File: src/tcmc_map.vh
// Register map, field positions and reset values of the channel mode configuration block
`ifndef TCMC_MAP_VH
`define TCMC_MAP_VH
`define TCMC_ADDR_W 3
`define TCMC_OFS_MODE1 3'h0
`define TCMC_OFS_MODE2 3'h1
`define TCMC_OFS_CTRL 3'h2
`define TCMC_OFS_STAT 3'h3
`define TCMC_OFS_CAPCNT 3'h4
`define TCMC_MODE_RST 16'h0000
`define TCMC_CTRL_RST 16'h0000
`define TCMC_CTRL_MASK 16'h3333
`define TCMC_DIR_OUT 2'h0
`define TCMC_DIR_OWN 2'h1
`define TCMC_DIR_PAIR 2'h2
`define TCMC_DIR_TRG 2'h3
`define TCMC_DIR_LSB 0
`define TCMC_DIV_LSB 2
`define TCMC_FLT_LSB 4
`define TCMC_OSEN_BIT 7
`define TCMC_OCTRL_LSB 4
`define TCMC_OBEN_BIT 3
`define TCMC_OIEN_BIT 2
`define TCMC_HI_LSB 8
`define TCMC_EN_BIT 0
`define TCMC_POL_BIT 1
`define TCMC_SLAVE_TRIGGER_SELECT_INT 1'h1
`endif

File: src/tcmc_filter.v
// Digital edge filter for one capture input
`timescale 1ns/1ps
module tcmc_filter
(
  // Clock and reset
  input wire MCLK,
  input wire RST,
  // Control
  input wire [3:0] cfg,
  input wire dts_tick,
  input wire [3:0] dts_cnt,
  // Data
  input wire din,
  output reg dout_q
);
  reg [3:0] run_q;
  reg [3:0] need;
  reg every_clk;
  reg [3:0] div;
  wire tick;

  // Sampling divisor and consecutive count per filter code
  always @*
  begin
    every_clk = 1'b0;
    div = 4'h1;
    need = 4'h1;
    case (cfg)
      4'h0: begin div = 4'h1; need = 4'h1; end
      4'h1: begin every_clk = 1'b1; need = 4'h2; end
      4'h2: begin every_clk = 1'b1; need = 4'h4; end
      4'h3: begin every_clk = 1'b1; need = 4'h8; end
      4'h4: begin div = 4'h2; need = 4'h6; end
      4'h5: begin div = 4'h2; need = 4'h8; end
      4'h6: begin div = 4'h4; need = 4'h6; end
      4'h7: begin div = 4'h4; need = 4'h8; end
      4'h8: begin div = 4'h8; need = 4'h6; end
      4'h9: begin div = 4'h8; need = 4'h8; end
      4'hA: begin div = 4'hF; need = 4'h5; end
      4'hB: begin div = 4'hF; need = 4'h6; end
      4'hC: begin div = 4'hF; need = 4'h8; end
      4'hD: begin div = 4'hF; need = 4'h5; end
      4'hE: begin div = 4'hF; need = 4'h6; end
      default: begin div = 4'hF; need = 4'h8; end
    endcase
  end

  // Divide 16 is approximated by the 16-step base counter wrapping
  assign tick = every_clk | (dts_tick & ((div == 4'hF) ? (dts_cnt == 4'h0) : ((dts_cnt & (div - 4'h1)) == 4'h0)));

  always @(posedge MCLK)
  begin
    if (RST)
    begin
      run_q <= 4'h0;
      dout_q <= 1'b0;
    end
    else if (tick)
    begin
      if (din == dout_q)
        run_q <= 4'h0;
      else if (run_q + 4'h1 >= need)
      begin
        dout_q <= din;
        run_q <= 4'h0;
      end
      else
        run_q <= run_q + 4'h1;
    end
  end
endmodule // tcmc_filter

File: src/tcmc_divider.v
// Capture prescaler for one channel
`timescale 1ns/1ps
module tcmc_divider
(
  // Clock and reset
  input wire MCLK,
  input wire RST,
  // Control
  input wire enable,
  input wire [1:0] sel,
  // Events
  input wire edge_in,
  output wire capture
);
  reg [2:0] cnt_q;
  wire [2:0] mask = (sel == 2'h0) ? 3'h0 : (sel == 2'h1) ? 3'h1 : (sel == 2'h2) ? 3'h3 : 3'h7;

  assign capture = enable & edge_in & ((cnt_q & mask) == mask);

  always @(posedge MCLK)
  begin
    if (RST || !enable)
      cnt_q <= 3'h0;
    else if (edge_in)
      cnt_q <= cnt_q + 3'h1;
  end
endmodule // tcmc_divider

File: src/tcmc_top.v
// Channel mode configuration of a four-channel capture/compare timer
// Function
// Channel 2 direction: output, own, ch1, trigger
// Channel 1 direction: output, own, ch2, trigger
// Channel 3 direction: output, own, ch4, trigger
// Channel 4 direction: output, own, ch3, trigger
// Trigger source needs internal slave trigger selection
// Direction written only while channel disabled
// Edge passes after N consecutive equal samples
// Filter codes set sampling rate and N
// Channel 1 filter bits 7:4, divider 3:2
// Divider captures every 1, 2, 4, 8 edges
// Divider counter cleared while channel disabled
// Channel 4 filter 15:12, divider 11:10, direction 9:8
// Channel 3 filter 7:4, divider 3:2, direction 1:0
// Channel 4 output fields in bits 15:10
// Channel 3 output fields in bits 7:2
// Bit meaning follows owning channel direction
// Polarity picks capture edge, inverts trigger
// Enable bit gates channel input or output
// Mode fields reset to zero
//
// Added by the designer: the address-and-strobe port and the placing of the registers.
`timescale 1ns/1ps
`include "tcmc_map.vh"
module tcmc_top
(
  // Clock and reset
  input wire MCLK,
  input wire RST,
  // Register port
  input wire [`TCMC_ADDR_W-1:0] ADDR,
  input wire [15:0] WDATA,
  input wire WR,
  input wire RD,
  output reg [15:0] RDATA,
  // Capture inputs and trigger
  input wire [3:0] CH_IN,
  input wire TRIG_IN,
  input wire SLAVE_TRIGGER_SELECT,
  // Capture events and filtered trigger views
  output reg [3:0] CAPTURE,
  output reg [3:0] CH_TRIG,
  // Output-mode fields, valid when a channel is an output
  output reg [3:0] OUT_SWITCH_EN,
  output reg [11:0] OUT_CONTROL,
  output reg [3:0] OUT_BUFFER_EN,
  output reg [3:0] OUT_IMMEDIATE_EN,
  output reg [3:0] OUT_ENABLE
);
  reg [15:0] mode1_q;
  reg [15:0] mode2_q;
  reg [15:0] ctrl_q;
  reg [3:0] sel_lvl_q;
  reg [15:0] capcnt_q;
  reg [3:0] dts_cnt_q;
  wire [3:0] filt;
  wire [3:0] cap;
  reg [3:0] chan_in;
  reg [3:0] edge_ev;
  wire [7:0] mb [0:3];
  wire [3:0] en;
  wire [3:0] pol;
  integer i;
  integer j;
  integer k;

  // Channel byte: low bits of each mode register belong to the odd channel
  assign mb[0] = mode1_q[7:0];
  assign mb[1] = mode1_q[15:8];
  assign mb[2] = mode2_q[7:0];
  assign mb[3] = mode2_q[15:8];
  assign en = {ctrl_q[12], ctrl_q[8], ctrl_q[4], ctrl_q[0]};
  assign pol = {ctrl_q[13], ctrl_q[9], ctrl_q[5], ctrl_q[1]};

  function [1:0] dir_of;
    input [7:0] b;
    dir_of = b[`TCMC_DIR_LSB+1:`TCMC_DIR_LSB];
  endfunction

  // Pick the source of a channel; the partner is the other member of its pair
  function src_pick;
    input [1:0] dir;
    input own;
    input partner;
    input trg;
    input int_sel;
    case (dir)
      `TCMC_DIR_OWN: src_pick = own;
      `TCMC_DIR_PAIR: src_pick = partner;
      `TCMC_DIR_TRG: src_pick = trg & (int_sel == `TCMC_SLAVE_TRIGGER_SELECT_INT);
      default: src_pick = 1'b0;
    endcase
  endfunction

  // Base sampling clock tick counter, shared by all filters
  always @(posedge MCLK)
  begin
    if (RST)
      dts_cnt_q <= 4'h0;
    else
      dts_cnt_q <= dts_cnt_q + 4'h1;
  end

  genvar g;
  generate
    for (g = 0; g < 4; g = g + 1)
    begin : chan
      tcmc_filter u_flt
      (
        .MCLK(MCLK),
        .RST(RST),
        .cfg(mb[g][`TCMC_FLT_LSB+3:`TCMC_FLT_LSB]),
        .dts_tick(1'b1),
        .dts_cnt(dts_cnt_q),
        .din(CH_IN[g] ^ pol[g]),
        .dout_q(filt[g])
      );
      tcmc_divider u_div
      (
        .MCLK(MCLK),
        .RST(RST),
        .enable(en[g] & (dir_of(mb[g]) != `TCMC_DIR_OUT)),
        .sel(mb[g][`TCMC_DIV_LSB+1:`TCMC_DIV_LSB]),
        .edge_in(edge_ev[g]),
        .capture(cap[g])
      );
    end
  endgenerate

  // Source selection per channel
  always @*
  begin
    chan_in[0] = src_pick(dir_of(mb[0]), filt[0], filt[1], TRIG_IN, SLAVE_TRIGGER_SELECT);
    chan_in[1] = src_pick(dir_of(mb[1]), filt[1], filt[0], TRIG_IN, SLAVE_TRIGGER_SELECT);
    chan_in[2] = src_pick(dir_of(mb[2]), filt[2], filt[3], TRIG_IN, SLAVE_TRIGGER_SELECT);
    chan_in[3] = src_pick(dir_of(mb[3]), filt[3], filt[2], TRIG_IN, SLAVE_TRIGGER_SELECT);
  end

  // Polarity already folded into the filtered level: a rise is the active edge
  always @*
  begin
    for (j = 0; j < 4; j = j + 1)
      edge_ev[j] = chan_in[j] & ~sel_lvl_q[j];
  end

  always @(posedge MCLK)
  begin
    if (RST)
    begin
      sel_lvl_q <= 4'h0;
      CAPTURE <= 4'h0;
      CH_TRIG <= 4'h0;
      capcnt_q <= 16'h0000;
    end
    else
    begin
      sel_lvl_q <= chan_in;
      CAPTURE <= cap;
      for (k = 0; k < 4; k = k + 1)
        CH_TRIG[k] <= filt[k] & en[k];
      if (|cap)
        capcnt_q <= capcnt_q + 16'h0001;
    end
  end

  // Output-mode view; fields read as zero while the owning channel is an input
  always @(posedge MCLK)
  begin
    if (RST)
    begin
      OUT_SWITCH_EN <= 4'h0;
      OUT_CONTROL <= 12'h000;
      OUT_BUFFER_EN <= 4'h0;
      OUT_IMMEDIATE_EN <= 4'h0;
      OUT_ENABLE <= 4'h0;
    end
    else
    begin
      for (i = 0; i < 4; i = i + 1)
      begin
        if (dir_of(mb[i]) == `TCMC_DIR_OUT)
        begin
          OUT_SWITCH_EN[i] <= mb[i][`TCMC_OSEN_BIT];
          OUT_CONTROL[i*3 +: 3] <= mb[i][`TCMC_OCTRL_LSB+2:`TCMC_OCTRL_LSB];
          OUT_BUFFER_EN[i] <= mb[i][`TCMC_OBEN_BIT];
          OUT_IMMEDIATE_EN[i] <= mb[i][`TCMC_OIEN_BIT];
          OUT_ENABLE[i] <= en[i];
        end
        else
        begin
          OUT_SWITCH_EN[i] <= 1'b0;
          OUT_CONTROL[i*3 +: 3] <= 3'h0;
          OUT_BUFFER_EN[i] <= 1'b0;
          OUT_IMMEDIATE_EN[i] <= 1'b0;
          OUT_ENABLE[i] <= 1'b0;
        end
      end
    end
  end

  // Direction bits only take a write while the channel is disabled
  function [7:0] merge_byte;
    input [7:0] old;
    input [7:0] nw;
    input ch_en;
    merge_byte = ch_en ? {nw[7:2], old[1:0]} : nw;
  endfunction

  always @(posedge MCLK)
  begin
    if (RST)
    begin
      mode1_q <= `TCMC_MODE_RST;
      mode2_q <= `TCMC_MODE_RST;
      ctrl_q <= `TCMC_CTRL_RST;
    end
    else if (WR)
    begin
      case (ADDR)
        `TCMC_OFS_MODE1:
          mode1_q <= {merge_byte(mode1_q[15:8], WDATA[15:8], en[1]), merge_byte(mode1_q[7:0], WDATA[7:0], en[0])};
        `TCMC_OFS_MODE2:
          mode2_q <= {merge_byte(mode2_q[15:8], WDATA[15:8], en[3]), merge_byte(mode2_q[7:0], WDATA[7:0], en[2])};
        `TCMC_OFS_CTRL:
          ctrl_q <= WDATA & `TCMC_CTRL_MASK;
        default:
          ctrl_q <= ctrl_q;
      endcase
    end
  end

  always @(posedge MCLK)
  begin
    if (RST)
      RDATA <= 16'h0000;
    else if (RD)
    begin
      case (ADDR)
        `TCMC_OFS_MODE1: RDATA <= mode1_q;
        `TCMC_OFS_MODE2: RDATA <= mode2_q;
        `TCMC_OFS_CTRL: RDATA <= ctrl_q;
        `TCMC_OFS_STAT: RDATA <= {8'h00, filt, chan_in};
        `TCMC_OFS_CAPCNT: RDATA <= capcnt_q;
        default: RDATA <= 16'h0000;
      endcase
    end
    else
      RDATA <= 16'h0000;
  end
endmodule // tcmc_top

File: config.mk
export PLATFORM = sky130hd
export DESIGN_NAME = tcmc_top
export DESIGN_NICKNAME = d
export VERILOG_FILES = /design/src/tcmc_filter.v /design/src/tcmc_divider.v /design/src/tcmc_top.v
export VERILOG_INCLUDE_DIRS = /design/src
export SDC_FILE = /design/constraint.sdc
export NUM_CORES = 1
export LEC_CHECK = 0
export BUFFER_PORTS_ARGS = -buffer_cell sky130_fd_sc_hd__buf_2
export CORE_UTILIZATION = 33
export DETAILED_ROUTE_END_ITERATION = 16
export GPL_TIMING_DRIVEN = 1
export PLACE_DENSITY = 0.52
export SLEW_MARGIN = 25
export SYNTH_ARGS = -nofsm -noshare
export SYNTH_HDL_FRONTEND = slang
export SYNTH_HIERARCHICAL = 1
export SYNTH_SLANG_ARGS = --single-unit
File: constraint.sdc
create_clock -name MCLK -period 3.5 [get_ports MCLK]
set_clock_uncertainty 0.2 [all_clocks]
set_input_delay 0.875 -clock MCLK [delete_from_list [all_inputs] [get_ports MCLK]]
set_output_delay 0.875 -clock MCLK [all_outputs]
set_load 0.02 [all_outputs]
# After elaboration in Yosys (flattened, before gate mapping)
# Index checks and enable logic that the tools add are counted.
[word_totals]
word_cells = 321
input_bits = 29
output_inout_bits = 52
reg_bits = 148
[classes]
order_cmp = 4
n_eq_ne = 88
muxes = 41
addsub = 14
bitwise = 54
n_reduce_logical = 75
[op_table]
columns = ["cell", "n"]
rows = [
  ["== test 4 bit, second input constant", 28],
  ["case mux 16 bit (5 select lines)", 1],
  ["case mux 4 bit (5 select lines)", 4],
  ["== test 4 x 3 -> 1 bit, second input constant", 16],
  ["case mux 4 bit (4 select lines)", 4],
  ["OR reduction 2 bit", 21],
  ["logical NOT 4 bit", 9],
  ["2-to-1 mux 3 bit", 12],
  ["== test 4 x 2 -> 1 bit, second input constant", 8],
  ["2-to-1 mux 4 bit", 8],
  ["== test 2 bit, second input constant", 12],
  ["AND reduction 3 bit", 8],
  ["bitwise AND 1 bit", 21],
  ["adder 4 x 1 -> 4 bit, second input constant", 5],
  ["OR reduction 4 bit", 5],
  ["OR reduction 5 bit", 4],
  ["NOT 1 bit", 17],
  ["adder 16 x 1 -> 16 bit, second input constant", 1],
  ["bitwise AND 4 bit", 4],
  ["== test 2 x 1 -> 1 bit, second input constant", 8],
  ["== test 4 x 1 -> 1 bit, second input constant", 4],
  [">= comparator 4 bit", 4],
  ["logical NOT 2 bit", 8],
  ["subtractor 4 x 1 -> 4 bit, second input constant", 4],
  ["other kinds (17)", 60],
]

# Logic depth before layout (Yosys ltp)
[logic_depth]
ltp_word = 9
ltp_mapped = 11
ltp_nobuf = 10

# Hierarchy
# The synthesis kept the hierarchy.
[modules_own_cells]
columns = ["mod", "area_per_inst_um2", "cells_each", "instances"]
rows = [
  ["tcmc_top", 4504.3, 490, 1],
  ["tcmc_filter", 604.3, 70, 4],
  ["tcmc_divider", 148.9, 17, 4],
]

# Worst setup path after synthesis
# Ideal clock, no wire load.
[synth_path]
path_kind = "input to register"
startpoint = "input TRIG_IN"
endpoint = "register capcnt_q[15]"
n_path_buf = 0
t_arrival_ns = 2.775
setup_slack_ns = 0.454
path_stages = 9
required_ns = 3.230
path_cell_list = "and2_0 -> a31oi_1 -> nor2_1 -> o211ai_1 -> a21oi_1 -> o41a_2 -> nand4_4 -> or4_1 -> a21oi_1"
[synth_via]
elab_chain_cells = 6
word_cells_on_any_way = 18
[synth_rtl]
columns = ["element", "line_no", "rtl"]
rows = [
  ["start: declaration", "tcmc_top.v:39", "input wire TRIG_IN,"],
  ["bitwise AND 1 bit", "tcmc_top.v:91", "`TCMC_DIR_TRG: src_pick = trg & (int_sel == `TCMC_SLAVE_TRIGGER_SELECT_INT);"],
  ["case mux 1 bit (3 select lines)", "tcmc_top.v:88", "case (dir)"],
  ["bitwise AND 1 bit", "tcmc_top.v:144", "edge_ev[j] = chan_in[j] & ~sel_lvl_q[j];"],
  ["named net edge_ev[1]", "tcmc_top.v:60", "reg [3:0] edge_ev;"],
  ["bitwise AND 1 bit (2 in series)", "tcmc_divider.v:18", "assign capture = enable & edge_in & ((cnt_q & mask) == mask);"],
  ["named net cap[1]", "tcmc_top.v:58", "wire [3:0] cap;"],
  ["OR reduction 4 bit", "tcmc_top.v:162", "if (|cap)"],
  ["end signal: assignment", "tcmc_top.v:163", "capcnt_q <= capcnt_q + 16'h0001;"],
  ["end: declaration", "tcmc_top.v:55", "reg [15:0] capcnt_q;"],
]
# The timed path passes the listed nets, and every way through them passes these cells.
# A chain may end at the register's enable or synchronous reset.

# Worst setup path in the final report
# Ends and elaborated chain as after synthesis.

==> results.txt <==
The run finished with clean final reports. The tools report the number of setup violations in the final report as 0. Once the clock tree was built, the resizer swapped 0 gates to a different size.

Share of synthesized cell area in full adder, half adder and majority cells: 5.593%. Traced cell by cell, the critical path runs through buf_2, and2_0, a31oi_1, nor2_1, o211ai_1, a21oi_1, o41a_2, nand4_4, or4_1, a21oi_1. The setup TNS is 0 ps. Dividing the detail-routed wire length by the instance count gives 17.10 um. For the antenna cell count, the log shows 0. The clock passes through at most 2 buffers. Across every metal layer, demand over resource in global routing totals 18.43%.

Dominant combinational cell family by area after synthesis: simple AND/OR/NAND/NOR gates. For flop-to-flop paths, the worst setup slack is 670 ps. For this design the top-level I/O count stands at 81. The worst path in the final design needs a cycle of 3064 ps, including I/O delays and setup. The worst setup path is of the primary input to register kind. The maximum fanout along the worst path is 8, and the data required time of the critical path is 3660 ps. After synthesis the netlist holds a flip-flop and latch count of 148. The final setup slack of the worst path came out at 435.8 ps. The basic-gate share of the synthesized area counting and, or, nand and nor cells came out at 21.19%. The run gives 3.425 nW as the total leakage power. The tools report the maximum clock rate as 326.4 MHz.

The cell area after synthesis was 0.007517 sq mm. In the final layout, the share of cells above drive strength 1 is 19.47%. The run gives 0 as the number of pins exceeding their max-slew limit in the final report. For the number of failing hold endpoints at the final stage, the log shows 0. In this run, synthesis inferred 0 flip-flops with an integrated enable.

The cell at the root of the clock tree was sky130_fd_sc_hd__clkbuf_16. The worst path uses 87.55% of the clock period. Buffers inserted to repair hold after CTS numbered 0. The post-synthesis xor/xnor area fraction was 4.078%. The worst-margin pin slew is 788.1 ps, and the number of detailed-routing iterations run before antenna repair is 5. The starting density of the core was 34.02%. The tools report the capturing element type of the critical path as a register. For the number of remaining DRC errors, the log shows 0. The tools report the violation count after the first detailed-routing iteration as 411. After global routing the overflow that remains totals 0.

The tightest min-delay check is of the register to register type. Counting every sink on the clock net gives 148. In this design, the stage delay of the slowest critical-path cell is 490 ps. Average cell area after synthesis: 8.970 sq um. In this run the power density over the cells is 437.5 mW/mm^2.

The run gives 0 as the number of maximum-capacitance constraint violations. For this design, the slowest cell found on the critical path is sky130_fd_sc_hd__or4_1. The clock transition at the registers of the reported paths is 60 ps. The congestion estimate from routability-driven global placement came to 0.8236.

Post-CTS timing repair inserted 0 buffers for setup. Of all flip-flops after synthesis, the portion carrying an async set or reset was 0%. The synthesized netlist devotes 20.61% of its cell area to compound gates. The arrival time of the worst setup path is 3220 ps, and the width of the chip is 152.9 um. The number of global-route vias before repair was 5,883. Setup repair after global routing left no endpoint under its margin. After legalization and detailed placement, the total HPWL measured 15,240 um.

The logs give 47.06% for the relative slew slack and 6,364 for the via total after detailed routing. Leaving out fill and tap cells, the most frequent cells in the layout are 148 x sky130_fd_sc_hd__dfxtp_1, 83 x sky130_fd_sc_hd__nand2_1, 79 x sky130_fd_sc_hd__buf_2, 74 x sky130_fd_sc_hd__nor2_1, 57 x sky130_fd_sc_hd__a21oi_1. Of the synthesized area, sequential elements account for 39.41%. Initial antenna violation count: 0. The synthesized netlist contains 69 unique library cells. The floorplan has 54 rows.

Core outline area: 0.02209 sq mm. In this design, the critical path's most frequently occurring cell is sky130_fd_sc_hd__a21oi_1. Counting the buffers created by CTS gives 17. The fraction of synthesized area in multiplexers works out to 5.193%. Port buffering added 80 buffers. The pre-CTS setup slack was 69.96 ps. The most used flip-flop cell after synthesis is sky130_fd_sc_hd__dfxtp_1.

The first global-routing pass estimated 33,290 um of wire. In the final design database the tool counted 991 nets. For this run, the share of the core covered by cells in the final layout is 40.35%.

The run gives 20,950 um as the total wirelength of the detailed-routed design. The commonest non-fill, non-tap cell in the layout was sky130_fd_sc_hd__dfxtp_1. VDD sags by at most 0.0002646 V. Entering global routing, the biggest net connects 44 pins. The H-tree was split into 4 levels. The area added between synthesis and finish works out to 18.59%. TritonCTS built the clock tree. The Yosys step of the flow raised 6 warnings. The tools report the cell count after synthesis as 838. The die covers 0.02339 sq mm. The sort of element at the start of the critical path was a primary input. The clock latency on the worst-skew pair is 430 ps, and the remaining antenna violation count is 0. In this run the vertical extent of the chip is 152.9 um. Using the TritonRoute via totals, the vias-per-cell ratio works out to 5.195.
==> synth_stat cells (14+ instances only) <==
cell	instances	area [sq um]
sky130_fd_sc_hd__a21oi_1	57	285.3
sky130_fd_sc_hd__nand2b_1	17	106.4
sky130_fd_sc_hd__nor3_1	15	75.07
sky130_fd_sc_hd__o21ai_0	46	230.2
sky130_fd_sc_hd__buf_2	14	70.07
sky130_fd_sc_hd__xor2_1	15	131.4
sky130_fd_sc_hd__nand3_1	26	130.1
sky130_fd_sc_hd__clkbuf_1	19	71.32
sky130_fd_sc_hd__xnor2_1	20	175.2
sky130_fd_sc_hd__nand2_1	83	311.6
sky130_fd_sc_hd__nor2_1	74	277.8
sky130_fd_sc_hd__nor2b_1	16	100.1
sky130_fd_sc_hd__and2_1	26	162.7
sky130_fd_sc_hd__mux2i_1	30	300.3
sky130_fd_sc_hd__ha_1	30	375.4
sky130_fd_sc_hd__dfxtp_1	148	2963
sky130_fd_sc_hd__inv_1	21	78.83
==> path summary, 6_finish.rpt <==
kind,to,depth (start not counted),startpoint
worst max-delay path,capcnt_q[15],10,TRIG_IN
worst min-delay path,capcnt_q[15],2,capcnt_q[15]
worst max register to register,capcnt_q[15],10,chan[1].u_flt/dout_q
worst min register to register,capcnt_q[15],2,capcnt_q[15]
==> critical path, delay by kind of cell <==
| kind | cells | cell delay [ps] |
|---|---|---|
| compound gates | 5 | 1060 |
| buf+inv | 1 | 80 |
| simple gates | 4 | 1190 |
==> layer usage <==
layer	track usage, %	vias to the layer above	share of wire [%]
met5	0	-	0
met4	5.916	0	1.5
met3	3.402	22	3.9
met2	29.49	147	46
met1	24.99	3011	49
li1	-	3184	-
==> cells by family after synthesis <==
group	count (synthesis)
compound gates	211
other cells	1
fa+ha+maj	34
buf+inv	63
mux	37
flops	148
simple gates	309
xor+xnor	35
==> layout make-up <==
class / count / area [sq um]
clock buffers: 20 / 446.7
clock inverters: 12 / 131.4
fillers: 2241 / 13180
inverters: 21 / 78.83
multi-input cells: 630 / 4274
flip-flops and latches: 148 / 2963
well taps: 280 / 350.3
repair buffers: 114 / 670.6
==> stage by stage <==
step	total power, mW	cell area, sq um	hold WS (ps)	cells
finish	3.900	8915	278.8	1225
global route	4.051	8915	312.5	1225
CTS	3.949	8915	279.9	1225
detailed placement	2.111	8337	272.2	1193
global placement	2.110	8337	267.6	1193
floorplan	1.995	7528	251.3	841
==> sequential cells by signal, summed over array words and instances (netlist names), 8 cells and up <==
name / count
mode1_q: 16
mode2_q: 16
OUT_CONTROL: 12
ctrl_q: 8
chan.u_flt/run_q: 16
RDATA: 16
capcnt_q: 16
chan.u_div/cnt_q: 12
==> power by group <==
group	internal, mW	switching, mW	leakage [nW]
combinational	0.133	0.188	1.96
clock	1.07	0.758	0.272
sequential	1.71	0.0437	1.20
Note: power is estimated with default switching activity, not from simulation.
